===== src/mapper_pkg.sv =====
// Constants and types of the carrier mapper.
// Assumes a 36 carrier band.
`default_nettype none
package mapper_pkg;
    localparam int          NUM_CAR      = 36;
    localparam int          CAR_W        = 6;
    localparam logic [5:0]  LAST_CAR     = 6'h23;
    localparam int          SYM_W        = 3;
    localparam int          CNT_W        = 9;
    localparam int          FIFO_DEPTH   = 16;
    localparam int          TBL_W        = 10;
    localparam int          TBL_DEPTH    = 64;
    localparam int          SECT_LEN     = 9;
    // Filler LFSR x^7 + x^4 + 1
    localparam int          PN_W         = 7;
    localparam logic [6:0]  PN_SEED      = 7'h7f;
    localparam int          PN_TAP_A     = 6;
    localparam int          PN_TAP_B     = 3;
    localparam logic [1:0]  HTRANS_NSEQ  = 2'h2;
    // Register byte offsets
    localparam logic [7:0]  OFS_CTRL     = 8'h00;
    localparam logic [7:0]  OFS_TABLE    = 8'h04;
    localparam logic [7:0]  OFS_STATUS   = 8'h08;
    localparam logic [7:0]  OFS_THRESH   = 8'h0c;
    localparam logic [7:0]  OFS_MAP_LO   = 8'h10;
    localparam logic [7:0]  OFS_MAP_HI   = 8'h14;
    localparam logic [7:0]  OFS_RESP     = 8'h18;
    // Field positions
    localparam int          CTRL_MODE_LSB  = 0;
    localparam int          CTRL_TMR_BIT   = 2;
    localparam int          CTRL_POWER_LSB = 4;
    localparam int          TBL_GAIN_LSB   = 0;
    localparam int          TBL_MASK_BIT   = 8;
    localparam int          TBL_MAP_BIT    = 9;
    localparam int          TBL_CAR_LSB    = 16;
    localparam int          STAT_RESP_BIT  = 0;
    // Reset values
    localparam logic [23:0] THRESH_RST   = 24'h302010;
    localparam logic [3:0]  POWER_RST    = 4'h0;
    localparam logic [7:0]  SNR_MAX      = 8'hff;

    typedef enum logic [1:0] {
        MODE_ROBUST = 2'b00,
        MODE_BPSK   = 2'b01,
        MODE_QPSK   = 2'b10,
        MODE_8PSK   = 2'b11
    } mode_e;

    typedef enum logic [1:0] {
        ST_IDLE  = 2'b00,
        ST_FETCH = 2'b01,
        ST_MAP   = 2'b10
    } map_state_e;
endpackage : mapper_pkg
`default_nettype wire


===== src/carrier_fifo.sv =====
// Show-ahead FIFO in front of the mapper.
// Assumes one clock; full is registered for a clean ready.
`default_nettype none
module carrier_fifo
    import mapper_pkg::*;
#(
    parameter int WIDTH = SYM_W,
    parameter int DEPTH = FIFO_DEPTH
)(
    input  wire logic             hclk,
    input  wire logic             hresetn,
    input  wire logic             in_valid,
    input  wire logic [WIDTH-1:0] in_data,
    output logic                  in_ready,
    output logic                  out_valid,
    output logic      [WIDTH-1:0] out_data,
    input  wire logic             out_ready
);
    localparam int AW = $clog2(DEPTH);
    typedef struct packed {
        logic [AW-1:0] wp;
        logic [AW-1:0] rp;
        logic [AW:0]   cnt;
        logic          full;
    } fifo_s;

    fifo_s            st_ff;
    fifo_s            nxt_st;
    logic [WIDTH-1:0] mem [DEPTH];
    logic             push;
    logic             pop;

    assign in_ready  = !st_ff.full;
    assign out_valid = (st_ff.cnt != '0);
    assign out_data  = mem[st_ff.rp];
    assign push      = in_valid && !st_ff.full;
    assign pop       = out_valid && out_ready;

    // Pointer and count update
    always_comb
    begin
        nxt_st = st_ff;
        if (push)
        begin
            nxt_st.wp = st_ff.wp + 1'b1;
        end
        if (pop)
        begin
            nxt_st.rp = st_ff.rp + 1'b1;
        end
        nxt_st.cnt  = st_ff.cnt + {{AW{1'b0}}, push} - {{AW{1'b0}}, pop};
        nxt_st.full = (nxt_st.cnt == (AW+1)'(DEPTH));
    end

    always_ff @(posedge hclk or negedge hresetn)
    begin
        if (!hresetn)
        begin
            st_ff <= '0;
        end
        else
        begin
            st_ff <= nxt_st;
        end
    end

    // No reset: nothing is read before it is written
    always_ff @(posedge hclk)
    begin
        if (push)
        begin
            mem[st_ff.wp] <= in_data;
        end
    end
endmodule : carrier_fifo
`default_nettype wire


===== src/tone_mapped_carrier_mapper.sv =====
// Carrier mapper and tone map estimator behind
// an AHB-Lite slave.
// Assumes one symbol word per data carrier and
// one carrier per output handshake.
// Functional notes
// - Masked carriers get zero amplitude, no phase.
// - Differential modes also obey the tone map.
// - Unmasked idle carriers carry a filler bit.
// - Filler bit copied onto the symbol bits the mode carries.
// - Filler generator loaded with ones every frame.
// - Generator steps after every carrier, any kind.
// - Output 1 on carrier 0, output 37 next symbol.
// - Receiver picks usable tones and mode from SNR.
// - Receiver reports power level and section gains.
// - Dummy tones signalled, sent as filler, discarded.
// - Tone map request flag asks peer for estimate.
// - Estimate finished gives a tone map response.
// - Broadcast frames always robust.
`default_nettype none
module tone_mapped_carrier_mapper
    import mapper_pkg::*;
(
    input  wire logic             hclk,
    input  wire logic             hresetn,
    input  wire logic             hsel,
    input  wire logic [31:0]      haddr,
    input  wire logic [1:0]       htrans,
    input  wire logic             hwrite,
    input  wire logic [2:0]       hsize,
    input  wire logic [31:0]      hwdata,
    input  wire logic             hready,
    output logic      [31:0]      hrdata,
    output logic                  hreadyout,
    output logic                  hresp,
    input  wire logic             in_valid,
    input  wire logic [SYM_W-1:0] in_bits,
    output logic                  in_ready,
    input  wire logic             frame_start,
    input  wire logic             frame_broadcast,
    input  wire logic [CNT_W-1:0] frame_symbols,
    output logic                  out_valid,
    input  wire logic             out_ready,
    output logic      [CAR_W-1:0] out_carrier,
    output logic      [SYM_W-1:0] out_bits,
    output logic                  out_active,
    output logic      [7:0]       out_gain,
    output logic                  out_filler,
    output logic                  out_last,
    input  wire logic             snr_valid,
    input  wire logic [CAR_W-1:0] snr_carrier,
    input  wire logic [7:0]       snr_value,
    input  wire logic             snr_last,
    input  wire logic             rx_tone_map_request_flag,
    output logic                  tx_tone_map_request_flag,
    input  wire logic             rx_sym_valid,
    input  wire logic [CAR_W-1:0] rx_sym_carrier,
    output logic                  rx_keep_valid,
    output logic                  rx_keep
);
    typedef struct packed {
        logic                 a_wr;
        logic [7:0]           a_addr;
        logic [31:0]          rdata;
        mode_e                ctrl_mode;
        logic                 ctrl_tmr;
        logic [3:0]           ctrl_power;
        logic [23:0]          thresh;
        logic                 resp_ready;
        logic                 req_pend;
        logic [NUM_CAR-1:0]   est_map;
        logic [7:0]           est_min;
        logic [3:0]           est_weak;
        logic [NUM_CAR-1:0]   resp_map;
        mode_e                resp_mode;
        logic [3:0]           resp_power;
        logic [3:0]           resp_boost;
        map_state_e           mst;
        logic [CAR_W-1:0]     car;
        logic [CNT_W-1:0]     sym;
        logic [CNT_W-1:0]     sym_total;
        mode_e                fmode;
        logic [PN_W-1:0]      pn;
        logic                 o_valid;
        logic [CAR_W-1:0]     o_car;
        logic [SYM_W-1:0]     o_bits;
        logic                 o_active;
        logic [7:0]           o_gain;
        logic                 o_filler;
        logic                 o_last;
        logic                 k_valid;
        logic                 k_keep;
    } state_s;

    state_s           st_ff;
    state_s           nxt_st;
    logic             tbl_we;
    logic [TBL_W-1:0] tbl_rdata;
    logic             f_valid;
    logic [SYM_W-1:0] f_data;
    logic             f_pop;
    logic             pn_bit;
    logic             masked;
    logic             data_car;

    // Spectrum section of a carrier
    function automatic logic [1:0] section_of(input logic [CAR_W-1:0] c);
        if (c < 6'(SECT_LEN))
            return 2'd0;
        else if (c < 6'(2 * SECT_LEN))
            return 2'd1;
        else if (c < 6'(3 * SECT_LEN))
            return 2'd2;
        return 2'd3;
    endfunction : section_of

    // Keep the bits the mode carries
    function automatic logic [SYM_W-1:0] trim_bits(input mode_e m,
                                                   input logic [2:0] b);
        case (m)
            MODE_8PSK: return b;
            MODE_QPSK: return {1'b0, b[1:0]};
            default:   return {2'b00, b[0]};
        endcase
    endfunction : trim_bits

    assign tbl_we = st_ff.a_wr && (st_ff.a_addr == OFS_TABLE);
    assign pn_bit = st_ff.pn[PN_TAP_A] ^ st_ff.pn[PN_TAP_B];
    assign masked = tbl_rdata[TBL_MASK_BIT];
    // Robust uses every unmasked tone; others use the map
    assign data_car = !masked && (st_ff.fmode == MODE_ROBUST
                                  || tbl_rdata[TBL_MAP_BIT]);

    tone_table_mem #(
        .WIDTH (TBL_W),
        .DEPTH (TBL_DEPTH)
    ) u_table (
        .clk   (hclk),
        .we    (tbl_we),
        .waddr (hwdata[TBL_CAR_LSB +: CAR_W]),
        .wdata (hwdata[TBL_W-1:0]),
        .raddr (st_ff.car),
        .rdata (tbl_rdata)
    );

    carrier_fifo #(
        .WIDTH (SYM_W),
        .DEPTH (FIFO_DEPTH)
    ) u_fifo (
        .hclk      (hclk),
        .hresetn   (hresetn),
        .in_valid  (in_valid),
        .in_data   (in_bits),
        .in_ready  (in_ready),
        .out_valid (f_valid),
        .out_data  (f_data),
        .out_ready (f_pop)
    );

    // Outputs from the state register; hreadyout and hresp are tied off
    assign hrdata                   = st_ff.rdata;
    assign hreadyout                = 1'b1;
    assign hresp                    = 1'b0;
    assign out_valid                = st_ff.o_valid;
    assign out_carrier              = st_ff.o_car;
    assign out_bits                 = st_ff.o_bits;
    assign out_active               = st_ff.o_active;
    assign out_gain                 = st_ff.o_gain;
    assign out_filler               = st_ff.o_filler;
    assign out_last                 = st_ff.o_last;
    assign tx_tone_map_request_flag = st_ff.ctrl_tmr;
    assign rx_keep_valid            = st_ff.k_valid;
    assign rx_keep                  = st_ff.k_keep;

    // Next state of the whole block
    always_comb
    begin
        nxt_st = st_ff;
        f_pop  = 1'b0;

        // Write data phase; unmapped offsets dropped
        if (st_ff.a_wr)
        begin
            case (st_ff.a_addr)
                OFS_CTRL:
                begin
                    nxt_st.ctrl_mode  = mode_e'(hwdata[CTRL_MODE_LSB +: 2]);
                    nxt_st.ctrl_tmr   = hwdata[CTRL_TMR_BIT];
                    nxt_st.ctrl_power = hwdata[CTRL_POWER_LSB +: 4];
                end
                OFS_THRESH: nxt_st.thresh = hwdata[23:0];
                OFS_STATUS:
                begin
                    if (hwdata[STAT_RESP_BIT])
                    begin
                        nxt_st.resp_ready = 1'b0;
                    end
                end
                default: ;
            endcase
        end

        // Address phase; read data stands in the data phase
        nxt_st.a_wr = 1'b0;
        if (hsel && hready && htrans == HTRANS_NSEQ)
        begin
            nxt_st.a_wr   = hwrite;
            nxt_st.a_addr = haddr[7:0];
            if (!hwrite)
            begin
                case (haddr[7:0])
                    OFS_CTRL:   nxt_st.rdata = {24'h0, st_ff.ctrl_power,
                                    1'b0, st_ff.ctrl_tmr, st_ff.ctrl_mode};
                    OFS_STATUS: nxt_st.rdata = {29'h0,
                                    st_ff.mst != ST_IDLE, st_ff.req_pend,
                                    st_ff.resp_ready};
                    OFS_THRESH: nxt_st.rdata = {8'h0, st_ff.thresh};
                    OFS_MAP_LO: nxt_st.rdata = st_ff.resp_map[31:0];
                    OFS_MAP_HI: nxt_st.rdata = {28'h0,
                                    st_ff.resp_map[NUM_CAR-1:32]};
                    OFS_RESP:   nxt_st.rdata = {20'h0, st_ff.resp_boost,
                                    st_ff.resp_power, 2'b00,
                                    st_ff.resp_mode};
                    default:    nxt_st.rdata = 32'h0;
                endcase
            end
        end

        // Tone SNR decides use and weakest used tone
        if (snr_valid && snr_carrier <= LAST_CAR)
        begin
            nxt_st.est_map[snr_carrier] = (snr_value >= st_ff.thresh[7:0]);
            if (snr_value < st_ff.thresh[7:0])
            begin
                nxt_st.est_weak[section_of(snr_carrier)] = 1'b1;
            end
            else if (snr_value < st_ff.est_min)
            begin
                nxt_st.est_min = snr_value;
            end
        end

        // End of estimate: publish the response
        if (snr_valid && snr_last)
        begin
            nxt_st.resp_map   = nxt_st.est_map;
            nxt_st.resp_power = st_ff.ctrl_power;
            nxt_st.resp_boost = nxt_st.est_weak;
            if (nxt_st.est_map == '0)
                nxt_st.resp_mode = MODE_ROBUST;
            else if (nxt_st.est_min >= st_ff.thresh[23:16])
                nxt_st.resp_mode = MODE_8PSK;
            else if (nxt_st.est_min >= st_ff.thresh[15:8])
                nxt_st.resp_mode = MODE_QPSK;
            else
                nxt_st.resp_mode = MODE_BPSK;
            nxt_st.est_map  = '0;
            nxt_st.est_min  = SNR_MAX;
            nxt_st.est_weak = '0;
            if (st_ff.req_pend)
            begin
                nxt_st.resp_ready = 1'b1;
                nxt_st.req_pend   = 1'b0;
            end
        end

        // Request with end of estimate stays pending
        if (rx_tone_map_request_flag)
        begin
            nxt_st.req_pend = 1'b1;
        end

        // Dummy tones we asked for are discarded
        nxt_st.k_valid = rx_sym_valid;
        nxt_st.k_keep  = rx_sym_valid && rx_sym_carrier <= LAST_CAR
                         && st_ff.resp_map[rx_sym_carrier];

        // Handshake retires the held carrier
        if (st_ff.o_valid && out_ready)
        begin
            nxt_st.o_valid = 1'b0;
        end

        case (st_ff.mst)
            ST_IDLE:
            begin
                if (frame_start && frame_symbols != '0)
                begin
                    nxt_st.pn        = PN_SEED;
                    nxt_st.car       = '0;
                    nxt_st.sym       = '0;
                    nxt_st.sym_total = frame_symbols;
                    nxt_st.fmode     = frame_broadcast ? MODE_ROBUST
                                                       : st_ff.ctrl_mode;
                    nxt_st.mst       = ST_FETCH;
                end
            end
            ST_FETCH:
            begin
                // Table data for the carrier lands next cycle
                nxt_st.mst = ST_MAP;
            end
            ST_MAP:
            begin
                if ((!st_ff.o_valid || out_ready) && (!data_car || f_valid))
                begin
                    f_pop             = data_car;
                    nxt_st.o_valid    = 1'b1;
                    nxt_st.o_car      = st_ff.car;
                    nxt_st.o_active   = !masked;
                    nxt_st.o_gain     = masked ? 8'h00
                                               : tbl_rdata[TBL_GAIN_LSB +: 8];
                    nxt_st.o_filler   = !masked && !data_car;
                    if (masked)
                        nxt_st.o_bits = '0;
                    else if (data_car)
                        nxt_st.o_bits = trim_bits(st_ff.fmode, f_data);
                    else
                        nxt_st.o_bits = trim_bits(st_ff.fmode,
                                                  {SYM_W{pn_bit}});
                    // Step on every carrier: symbol 2 starts at 37
                    nxt_st.pn = {st_ff.pn[PN_W-2:0], pn_bit};
                    nxt_st.o_last = (st_ff.car == LAST_CAR)
                                    && (st_ff.sym == st_ff.sym_total - 1'b1);
                    if (nxt_st.o_last)
                    begin
                        nxt_st.mst = ST_IDLE;
                    end
                    else
                    begin
                        nxt_st.mst = ST_FETCH;
                        if (st_ff.car == LAST_CAR)
                        begin
                            nxt_st.car = '0;
                            nxt_st.sym = st_ff.sym + 1'b1;
                        end
                        else
                        begin
                            nxt_st.car = st_ff.car + 1'b1;
                        end
                    end
                end
            end
            default: nxt_st.mst = ST_IDLE;
        endcase
    end

    // All state in one register
    always_ff @(posedge hclk or negedge hresetn)
    begin
        if (!hresetn)
        begin
            st_ff            <= '0;
            st_ff.thresh     <= THRESH_RST;
            st_ff.ctrl_power <= POWER_RST;
            st_ff.est_min    <= SNR_MAX;
            st_ff.pn         <= PN_SEED;
        end
        else
        begin
            st_ff <= nxt_st;
        end
    end
endmodule : tone_mapped_carrier_mapper
`default_nettype wire


===== src/tone_table_mem.sv =====
// Per-carrier gain, mask and tone map bits.
// One bus write port, one registered read port.
`default_nettype none
module tone_table_mem
    import mapper_pkg::*;
#(
    parameter int WIDTH = TBL_W,
    parameter int DEPTH = TBL_DEPTH
)(
    input  wire logic                     clk,
    input  wire logic                     we,
    input  wire logic [$clog2(DEPTH)-1:0] waddr,
    input  wire logic [WIDTH-1:0]         wdata,
    input  wire logic [$clog2(DEPTH)-1:0] raddr,
    output logic      [WIDTH-1:0]         rdata
);
    logic [WIDTH-1:0] mem [DEPTH];

    // No reset; software loads it before a frame
    always_ff @(posedge clk)
    begin
        if (we)
        begin
            mem[waddr] <= wdata;
        end
        rdata <= mem[raddr];
    end
endmodule : tone_table_mem
`default_nettype wire


===== config.mk =====
export PLATFORM = sky130hd
export DESIGN_NAME = tone_mapped_carrier_mapper
export DESIGN_NICKNAME = d
export VERILOG_FILES = /design/src/mapper_pkg.sv /design/src/carrier_fifo.sv /design/src/tone_mapped_carrier_mapper.sv /design/src/tone_table_mem.sv
export SDC_FILE = /design/constraint.sdc
export NUM_CORES = 1
export LEC_CHECK = 0
export BUFFER_PORTS_ARGS = -buffer_cell sky130_fd_sc_hd__buf_2
export CAP_MARGIN = 10
export CORE_MARGIN = 1
export CORE_UTILIZATION = 56
export DETAILED_ROUTE_END_ITERATION = 7
export PLACE_DENSITY = 0.85
export SYNTH_ARGS = -nofsm -noshare
export SYNTH_HDL_FRONTEND = slang
export SYNTH_SLANG_ARGS = --single-unit
export TNS_END_PERCENT = 20

===== constraint.sdc =====
create_clock -name hclk -period 3.55 [get_ports hclk]
set_input_delay 0.71 -clock hclk [delete_from_list [all_inputs] [get_ports hclk]]
set_output_delay 0.71 -clock hclk [all_outputs]
set_load 0.01 [all_outputs]

==> results.toml <==
[cells_and_area]
area_growth_pct = 13.7
final_cell_mix = "edfxtp_1 (688), mux4_2 (236), dfrtp_1 (217)"
drive_gt1_share_pct = 28.7
nets = 2748
instances_no_fill = 3597
final_common_cell = "edfxtp_1"
post-route-util_pct = 64.8

[cts]
clk_pin_slew_ns = 0.06
cts_tree = "built"
insertion_delay_ns = 0.66
cts_buffers = 91
htreeDepth = 3
cts_setup_buffers = 0
cts-root-buf = "clkbuf_16"
ctsLongestPathBuffers = 3
hold_buffers = 0
cts_sinks = 938

[floorplan]
initial_core_util_pct = 57.0
ios = 173
core_area_sq_um = 69100
fp-row-count = 96
dieArea_sq_um = 71300
fp.dieH_microns = 267
die_x_microns = 267

[setup_path]
cp-end-kind = "flip-flop"
crit_path_max_fanout = 3
cp_data_required_time_ns = 4.10
reg2reg_depth = 16
cp.arrival_ns = 4.14
rr_endpoint = "st_ff[67]"
path_class = "reg2reg"
r2r-start = "st_ff[109]"
cp-start-kind = "flip-flop"
rrSetupSlack_ns = -0.04

[global_routing]
grt_pass1_vias = 23600
overflow = 0
grt_pass1_wl_microns = 147000
grt_max_degree = 94
antenna_found_initial = 6
track_usage_pct = 28.0

[sta]
drv_slew = 0
hold_viol = 0
fin_ws_ns = -0.0357
finalCritPeriodShare_pct = 101
setup_viol = 1
worst_slew_pin_slew_ns = 1.09
fmax_mhz = 279
finalCriticalPeriod_ns = 3.59
rsz0062_at_grt = "true"
finClkSkew_ns = 0.0335
maxSlewHeadroom_pct = 27.6

[route]
vias = 22900
wl_microns = 97200
drcViolationCount = 0
drtIter0Drc = 2828
postRouteAntennaNets = 0
via_per_inst = 6.35
drt_pass1_iterations = 6
routedWlPerCell_microns = 27.0

[run]
drv_cap = 0

[synth]
async_reset_ff_share_pct = 25.6
syn_inst = 2387
synth_cell_types = 77
synth-seq-cells = 938
yosys_warnings = 0
synth_edf_count = 688
synth_flop_cell = "edfxtp_1"
yosysSeqAreaShare_pct = 68.3
syn-mean-instance-area_sq_um = 16.5
syn_area_sq_um = 39300
synth_fp_nets = 2547

[outcome]
status = "finished with violations"
failed_checks = "negative setup slack"

[power]
p_int_w = 0.0207
switchingPower_w = 0.00759
seq_power_share_pct = 45.5
sw_frac_of_total_pct = 26.9
comb_power_share_pct = 19.3
cellPowerDensity_nw_per_um2 = 631
p_clk_share_pct = 35.2
ir_drop_mv = 0.489
power_leakage_nw = 16.2

[placed_design]
portBuffers = 135
dp.cells = 3425
dp_hpwl_microns = 61000
routabilityCongestion = 0.986

[worst_hold_path]
hold_class = "in2async"
==> metrics by stage <==
stage / worst slack, ns / total power [W] / TNS (ns) / hold slack, ns / area (sq um)
4_1_cts: -0.126 / 0.0283 / -0.153 / 0.0367 / 44700
3_3_place_gp: -0.514 / 0.0182 / -0.958 / 0.441 / 41600
2_1_floorplan: -0.0844 / 0.0167 / -0.0844 / 0.414 / 39400
6_report: -0.0357 / 0.0283 / -0.0357 / 0.0205 / 44700
3_5_place_dp: -0.543 / 0.0184 / -1.01 / 0.444 / 41600
5_1_grt: -0.144 / 0.0292 / -0.237 / 0.0699 / 44700
==> cells by family after synthesis <==
family	Yosys count	share of synthesized area, %
other cells	2	0.0191
buf+inv	231	2.80
flops	938	68.3
xor+xnor	22	0.490
fa+ha+maj	46	1.48
compound gates	258	4.27
mux	327	16.0
simple gates	563	6.59
==> synthesized netlist by cell type, types with 18 or more instances <==
master	number	area (sq um)
a21oi_1	41	205
a221oi_1	18	158
and2_1	19	119
buf_1	21	78.8
buf_2	21	105
buf_4	53	398
clkbuf_1	79	297
dfrtp_1	221	5530
dfstp_2	19	499
edfxtp_1	688	20700
ha_1	45	563
inv_1	54	203
mux2_2	57	642
mux2i_1	34	340
mux4_2	236	5320
nand2_1	173	649
nand2b_1	29	181
nand3_1	30	150
nor2_1	205	769
o21ai_0	92	460
==> power groups by stage <==
| stage | clock network [W] | logic (W) | registers [W] |
|---|---|---|---|
| global route | 0.0104 | 0.00582 | 0.0129 |
| detailed placement | 0 | 0.00537 | 0.0131 |
| finish | 0.00996 | 0.00544 | 0.0129 |
| CTS | 0.0100 | 0.00546 | 0.0128 |
| global placement | 0 | 0.00514 | 0.0130 |
| floorplan | 0 | 0.00391 | 0.0128 |
==> cell type report <==
type,count,area [sq um]
Inverter,54,203
Fill cell,4449,24300
Tap cell,931,1160
Clock buffer,119,2430
Multi-Input combinational cell,1218,11500
Antenna cell,1,2.50
Sequential cell,938,26900
Timing Repair Buffer,285,1940
Clock inverter,51,633
==> registers in the layout (all words and copies together) (netlist names), 3 cells and up <==
register / count
out_carrier: 6
u_table.mem: 640
st_ff: 170
out_bits: 3
u_fifo.st_ff: 14
u_table.rdata: 10
hrdata: 32
out_gain: 8
u_fifo.mem: 48
==> critical path, cell delays in order (launching register included) <==
cell and delay, ns:
dfstp_2 0.54, inv_2 0.05, ha_4 0.21, a21o_1 0.17, a21o_1 0.16, a21oi_2 0.12, o21ai_1 0.06, a2111o_1 0.46
mux2i_4 0.24, ha_1 0.30, nand2b_4 0.13, a21o_1 0.15, a21o_1 0.15, a211o_1 0.26, a21oi_2 0.21, o21ai_2 0.08
o221a_2 0.22
==> how the worst max path moves through the flow <==
stage / from / depth (start not counted) / to
floorplan: snr_value[1] / 17 / st_ff[67]
global placement: snr_value[1] / 17 / st_ff[67]
detailed placement: snr_value[5] / 15 / st_ff[67]
CTS: st_ff[109] / 17 / st_ff[67]
global route: st_ff[109] / 17 / st_ff[67]
finish: st_ff[109] / 16 / st_ff[67]
==> routing by layer <==
layer  share of wire (%)  vias up  global-route usage, %
li1                    -     9589                      -
met1                  37    11700                   36.9
met2                  50     1306                   46.6
met3                 8.9      253                   5.23
met4                 3.5        6                   11.1
met5               0.048        -                      0
==> timing repair <==
action / in CTS / in global routing
gates cloned: 0 / 0
endpoints found under the hold margin: 0 / 0
pin swaps: 3 / 4
gates resized for setup: 4 / 7
endpoints found under the setup margin: 2 / 3
Note: power is estimated with default switching activity, not from simulation.
